==> src/hdl/bbx_pkg.sv <==
package bbx_pkg;
	localparam int PC_W = 15;
	localparam int FADDR_W = 7;
	localparam logic [6:0] FADDR_MAX = 7'h7f;
	localparam int BIT_POS_LSB = 7;
	localparam int LATCH_LSB = 3;
	localparam int LATCH_MSB = 6;
	localparam int TARGET_W = 11;
	localparam int REL_W = 9;
	localparam int BRANCH_CYCLES = 2;
	localparam logic [PC_W-1:0] PC_RESET = 15'h0000;

	typedef enum logic [2:0] {
		OP_NONE,
		OP_CLEAR_BIT,
		OP_SET_BIT,
		OP_TEST_SKIP_CLEAR,
		OP_TEST_SKIP_SET,
		OP_JUMP_LITERAL,
		OP_JUMP_ACC,
		OP_CALL
	} bbx_op_t;

	typedef struct packed {
		logic valid;
		bbx_op_t op;
		logic [FADDR_W-1:0] faddr;
		logic [2:0] bit_pos;
		logic [REL_W-1:0] rel_k;
		logic [TARGET_W-1:0] target;
	} bbx_instr_t;

	typedef struct packed {
		logic wr;
		logic [FADDR_W-1:0] addr;
		logic [7:0] data;
	} bbx_fwrite_t;

	typedef struct packed {
		logic push;
		logic [PC_W-1:0] ret_addr;
	} bbx_push_t;
endpackage : bbx_pkg

==> src/hdl/bbx_exec.sv <==
`timescale 1ns/1ps
module bbx_exec
	import bbx_pkg::*;
(
	input wire logic CLK, // 50 MHz core clock
	input wire logic RST_N, // Async reset, active low
	input wire bbx_instr_t INSTR, // Decoded instruction, valid per cycle
	input wire logic [7:0] FREG_RDATA, // Contents of file register INSTR.faddr
	input wire logic [7:0] ACC, // Accumulator
	input wire logic [7:0] PC_HIGH_LATCH, // Program counter high latch
	output logic [PC_W-1:0] PC, // Program counter
	output logic FLUSH, // Next fetched instruction becomes a no-op
	output bbx_fwrite_t FWRITE, // File register write port
	output bbx_push_t STACK_PUSH, // Push onto stack_top
	output logic FLAGS_WE // Status flag write, never raised here
);

	logic [PC_W-1:0] pc_q, pc_d;
	logic flush_q, flush_d;
	bbx_fwrite_t fwrite_q, fwrite_d;
	bbx_push_t push_q, push_d;
	logic [PC_W-1:0] pc_inc;
	logic tested;
	logic exec;

	function automatic logic [7:0] bit_mask(input logic [2:0] pos);
		bit_mask = 8'h01 << pos;
	endfunction : bit_mask

	assign pc_inc = pc_q + 15'h0001;
	// Read data is this cycle's; a write issued last cycle must already be visible
	assign tested = FREG_RDATA[INSTR.bit_pos];
	// A flushed slot is ignored even if the fetch path still marks it valid
	assign exec = INSTR.valid && !flush_q;

	always_comb
	begin
		pc_d = pc_inc;
		flush_d = 1'b0;
		fwrite_d = '0;
		push_d = '0;
		if (exec)
		begin
			unique case (INSTR.op)
				OP_CLEAR_BIT:
				begin
					fwrite_d.wr = 1'b1;
					fwrite_d.addr = INSTR.faddr;
					fwrite_d.data = FREG_RDATA & ~bit_mask(INSTR.bit_pos);
				end
				OP_SET_BIT:
				begin
					fwrite_d.wr = 1'b1;
					fwrite_d.addr = INSTR.faddr;
					fwrite_d.data = FREG_RDATA | bit_mask(INSTR.bit_pos);
				end
				OP_TEST_SKIP_CLEAR:
					flush_d = !tested;
				OP_TEST_SKIP_SET:
					flush_d = tested;
				OP_JUMP_LITERAL:
				begin
					// Two's-complement wrap keeps the sum within the 15-bit space
					pc_d = pc_inc + PC_W'({{(PC_W-REL_W){INSTR.rel_k[REL_W-1]}}, INSTR.rel_k});
					flush_d = 1'b1;
				end
				OP_JUMP_ACC:
				begin
					pc_d = pc_inc + PC_W'({7'h00, ACC});
					flush_d = 1'b1;
				end
				OP_CALL:
				begin
					push_d.push = 1'b1;
					push_d.ret_addr = pc_inc;
					pc_d = {PC_HIGH_LATCH[LATCH_MSB:LATCH_LSB], INSTR.target};
					flush_d = 1'b1;
				end
				OP_NONE:
				begin
				end
			endcase
		end
	end

	always_ff @(posedge CLK or negedge RST_N)
	begin
		if (!RST_N)
		begin
			pc_q <= PC_RESET;
			flush_q <= 1'b0;
			fwrite_q <= '0;
			push_q <= '0;
		end
		else
		begin
			pc_q <= pc_d;
			flush_q <= flush_d;
			fwrite_q <= fwrite_d;
			push_q <= push_d;
		end
	end

	assign PC = pc_q;
	assign FLUSH = flush_q;
	assign FWRITE = fwrite_q;
	assign STACK_PUSH = push_q;
	assign FLAGS_WE = 1'b0;
endmodule : bbx_exec

==> config.mk <==
export PLATFORM = sky130hd
export DESIGN_NAME = bbx_exec
export DESIGN_NICKNAME = d
export VERILOG_FILES = /design/src/hdl/bbx_pkg.sv /design/src/hdl/bbx_exec.sv
export SDC_FILE = /design/constraint.sdc
export NUM_CORES = 1
export LEC_CHECK = 0
export BUFFER_PORTS_ARGS = -buffer_cell sky130_fd_sc_hd__clkbuf_2
export CAP_MARGIN = 15
export CORE_MARGIN = 5
export CORE_UTILIZATION = 35
export CTS_CLUSTER_DIAMETER = 60
export DETAILED_ROUTE_END_ITERATION = 7
export HOLD_SLACK_MARGIN = 0.05
export RECOVER_POWER = 50
export SYNTH_ARGS = -nofsm -noshare
export SYNTH_HDL_FRONTEND = slang
export SYNTH_SLANG_ARGS = --single-unit
==> constraint.sdc <==
create_clock -name CLK -period 3.15 [get_ports CLK]
set_input_delay 0.315 -clock CLK [delete_from_list [all_inputs] [get_ports CLK]]
set_output_delay 0.315 -clock CLK [all_outputs]
set_load 0.05 [all_outputs]
==> impl_summary.md <==
Status
The flow ran to the end, and the final reports show no timing, DRC or antenna violations.

Detailed routing
The number of design rule violations left after detail routing is 0. After detailed routing, the average wire length per cell comes to around 16 um. The length of the first detailed-routing pass in iterations is 4. In this run the remaining antenna-violating nets after routing total 0. For this block, the initial DRC count from the detailed router was 170. The total length of routed wires is 9840 um. The routed layout has between 3,000 and 4,000 vias. The per-cell via count in the routed design is between 5 and 6.

Clocking
The deepest level of the CTS H-tree is 2. The number of buffers added by the clock tree synthesis step is 5. The clock tree from TritonCTS is done. The source-to-sink clock delay at the later pin of the worst-skew pair is 310 ps. The number of sinks handled by clock tree synthesis is 48.

The clock transition at the registers of the reported paths is 100 ps. The longest clock path from root to sink contains 2 buffers. The cell sitting at the root of the clock tree is a clkbuf_8.

Timing
The share of the cycle needed by the critical path after routing is 95.65%. The count of endpoints failing setup in the final report is 0. The final hold violation count is 0. The clock period minus final worst setup slack is roughly 3000 ps.

The count of pins over their slew limit came to 0. The fmax is around 0.33 GHz. The worst clock skew is 3.381 ps. The relative slew slack is roughly a fifth. The slew of the pin with the lowest slew margin is roughly 1200 ps. In the final timing run, aggregate negative setup slack is 0 ps. Setup repair after global routing could not meet its margin everywhere. The hold slack is 204.4 ps.

Yosys
After synthesis, flip-flops and latches occupy 35.91% of the total area. The post-synth net total is 440. By area the synthesized netlist is led by dfrtp_1 (36%), mux2i_1 (4.5%), nor2_1 (4.5%). The number of storage elements in the synthesis netlist is 48. By instance count, the leading cell after synthesis is dfrtp_1. In this run the cell area of the synthesized design comes to between 3000 and 4000 um^2. By count the netlist is led by dfrtp_1 (48), nor2_1 (40), nand2_1 (23). The cell type with the highest aggregate area in the netlist is dfrtp_1. For this run, asynchronously set or reset flops after synthesis account for 100.0%. The number of enable-type register cells in the synthesized netlist is 0.

The Yosys step of the flow raised 0 warnings. In this run the mean area of a mapped cell was roughly 9 um^2. The share of Yosys cell area claimed by the top area cell type is 35.91%. The top flip-flop cell by instance count after synthesis is dfrtp_1. The synthesized netlist cell count is between 300 and 400. The synthesized netlist contains 66 unique library cells.

Hold path
The path category of the worst min-delay check is in -> reg. The worst hold path was traced through 2 stages. The worst min-delay path endpoint is FWRITE[10]$_DFF_PN0_.

In this run the most critical hold path is launched from INSTR[25].

Power and ir drop
The total power is between 0.003 and 0.004 W. The leakage component of the power is roughly 2.0 nW. In this run the power density over the cells is between 700 and 800 nW/um^2. Across the VDD grid, the largest voltage drop is about 0.33 mV.

Placement
The placed instances occupy a cell area of 4066 um^2. After legalization and detailed placement, the total HPWL measured 7720 um. During placement, the flow inserted port buffers numbering slightly above 100.

At the end of routability-driven placement, the weighted congestion stood at roughly 0.85. Once placement completed, the tool counted placed cells totaling 598.

Setup path
The endpoint kind of the worst setup timing path is a register. The number of cells on the worst reg-to-reg path is 12. The slowest library cell on the worst path is dfrtp_2. For the worst setup path, the data arrival time is between 3000 and 4000 ps. The critical path's largest stage delay is approximately 460 ps. The critical register-to-register path startpoint is PC[0]$_DFF_PN0_.

Along the worst path, the maximum fanout reaches 7. In this run the critical register-to-register path is captured at PC[10]$_DFF_PN0_. The worst setup path is launched from a register.

The start-to-end type of the worst setup path is reg -> reg. In this run the register-to-register setup slack is roughly 140 ps. The required time of the critical path is 3360 ps. Traced cell by cell, the critical path runs through ha_1, xnor2_1, inv_1, ha_1, nor2b_1, o21a_1, o21a_1, a21oi_1, a211o_2, and3_4, or2_0, o311ai_1.

Die
The die is 107.8 um tall. The number of ports placed on the die boundary is ~110. The floorplan has 35 rows. The effective utilization at floorplan is 36.02%.

The die is roughly 110 um wide. The die area is around 12,000 um^2. In this run the standard cell core region covers 9284 um^2.

Global route
The number of antenna violations at the first check in global routing is 0. The via count of the first global-routing pass was around 3,200. The first-pass GRT wire length is ~16,000 um. The largest net degree at the start of global routing is 31. For this run, the total global-route usage over all layers was measured as roughly 17%. After global routing the overflow that remains totals 0.

Job
The max-cap violation count is 0.

Cells and area
With fillers left out, the area of the finished cells amounts to roughly 4200 um^2. The number of antenna repair diodes is 0. Counting the fill cells in the layout gives a little under 1,000. The area occupied by multi-input gates is 1967 um^2.

The relative area change from synthesis to final layout is 24.28%. Once layout is complete, the cells apart from fillers number about 610. The post-route netlist has 22.59% of its cells at a drive strength greater than 1. The final layout net count is roughly 550. The storage element area is roughly 1200 um^2.
cell type report:
| type | instances | share of cell area [%] |
|---|---|---|
| multi-input combinational | 277 | 47.32 |
| clock inverter | 3 | 1.656 |
| sequential | 48 | 29.08 |
| tap | 129 | 3.883 |
| inverter | 23 | 2.077 |
| timing repair buffer | 122 | 14.33 |
| clock buffer | 5 | 1.656 |
state kept, by name (all words and copies together) (netlist names):
register / cells
FWRITE: 16
STACK_PUSH: 16
PC: 15
FLUSH: 1
critical path, delay by kind of cell, from the launching register on:
family                     cells  cell delay, ps
buffers and inverters          1              80
AOI/OAI and AO/OA              5            1020
DFF                            1             460
adders and majority gates      2             590
and+or+nand+nor                3             530
xor gates and xnor gates       1             220
worst max path at each step:
stage                       endpoint  slack, ps  cells past startpoint             from
global route        PC[10]$_DFF_PN0_        -30                     12  PC[0]$_DFF_PN0_
global placement    PC[10]$_DFF_PN0_         80                     14        INSTR[30]
finish              PC[10]$_DFF_PN0_        140                     12  PC[0]$_DFF_PN0_
CTS                 PC[10]$_DFF_PN0_        130                     12  PC[0]$_DFF_PN0_
detailed placement  PC[10]$_DFF_PN0_         10                     14        INSTR[30]
floorplan            PC[9]$_DFF_PN0_         90                     12  PC[0]$_DFF_PN0_
layout by cell type, fill, tap and decap left out, types with 3 or more instances in the layout:
cell and instances:
mux2i_1 15, nand3_1 14, nand2b_1 4, dfrtp_1 42
o22ai_1 3, o21ai_0 16, xnor2_1 11, nor2_1 40
clkbuf_8 5, nor3_1 9, mux2_2 5, and2_1 11
o21a_1 4, dfrtp_2 6, clkbuf_1 48, nor2b_1 5
o211ai_1 4, a21o_1 5, a21oi_1 13, nor3b_1 3
nor4_1 3, a32oi_1 3, inv_1 22, nand4_1 3
buf_4 16, a22oi_1 4, xor2_1 10, or2_2 3
and3_1 5, nand2_1 23, a31oi_1 5, clkbuf_2 57
ha_1 11
per-layer routing:
| layer | up-vias | GRT usage, % | wire length [um] |
|---|---|---|---|
| met4 | 0 | 5.861 | 239 |
| met3 | 18 | 3.179 | 672 |
| met1 | 1506 | 20.19 | 4098 |
| met2 | 109 | 30.86 | 4830 |
| met5 | - | 0 | 0 |
| li1 | 1520 | - | - |
report_power, final:
group,internal [W],switching (W)
Clock,0.000320,0.000235
Combinational,0.000579,0.00104
Sequential,0.000715,0.000142
stage by stage:
stage,setup WS [ps],util (%)
after floorplan,87.27,-
after global placement,78.86,43.80
after detailed placement,13.55,43.80
after CTS,130.4,45.39
after global routing,-31.12,44.77
final,136.9,44.77
cells by family after synthesis:
family / share of synthesized area, %
AND/OR/NAND/NOR: 22.04
XOR/XNOR: 7.819
multiplexers: 7.519
buffers and inverters: 5.649
AO/OA/AOI/OAI: 16.24
flip-flops: 35.91
other: 0.1121
adder cells (fa/ha/maj): 4.714
repair_timing:
| item | CTS | global route |
|---|---|---|
| hold endpoints to repair | 18 | 0 |
| gates resized for setup | 0 | 1 |
| hold buffers | 1 | 0 |
| setup endpoints to repair | 0 | 4 |
| setup buffers | 0 | 0 |
No activity file was read; power rests on OpenSTA's default activity.
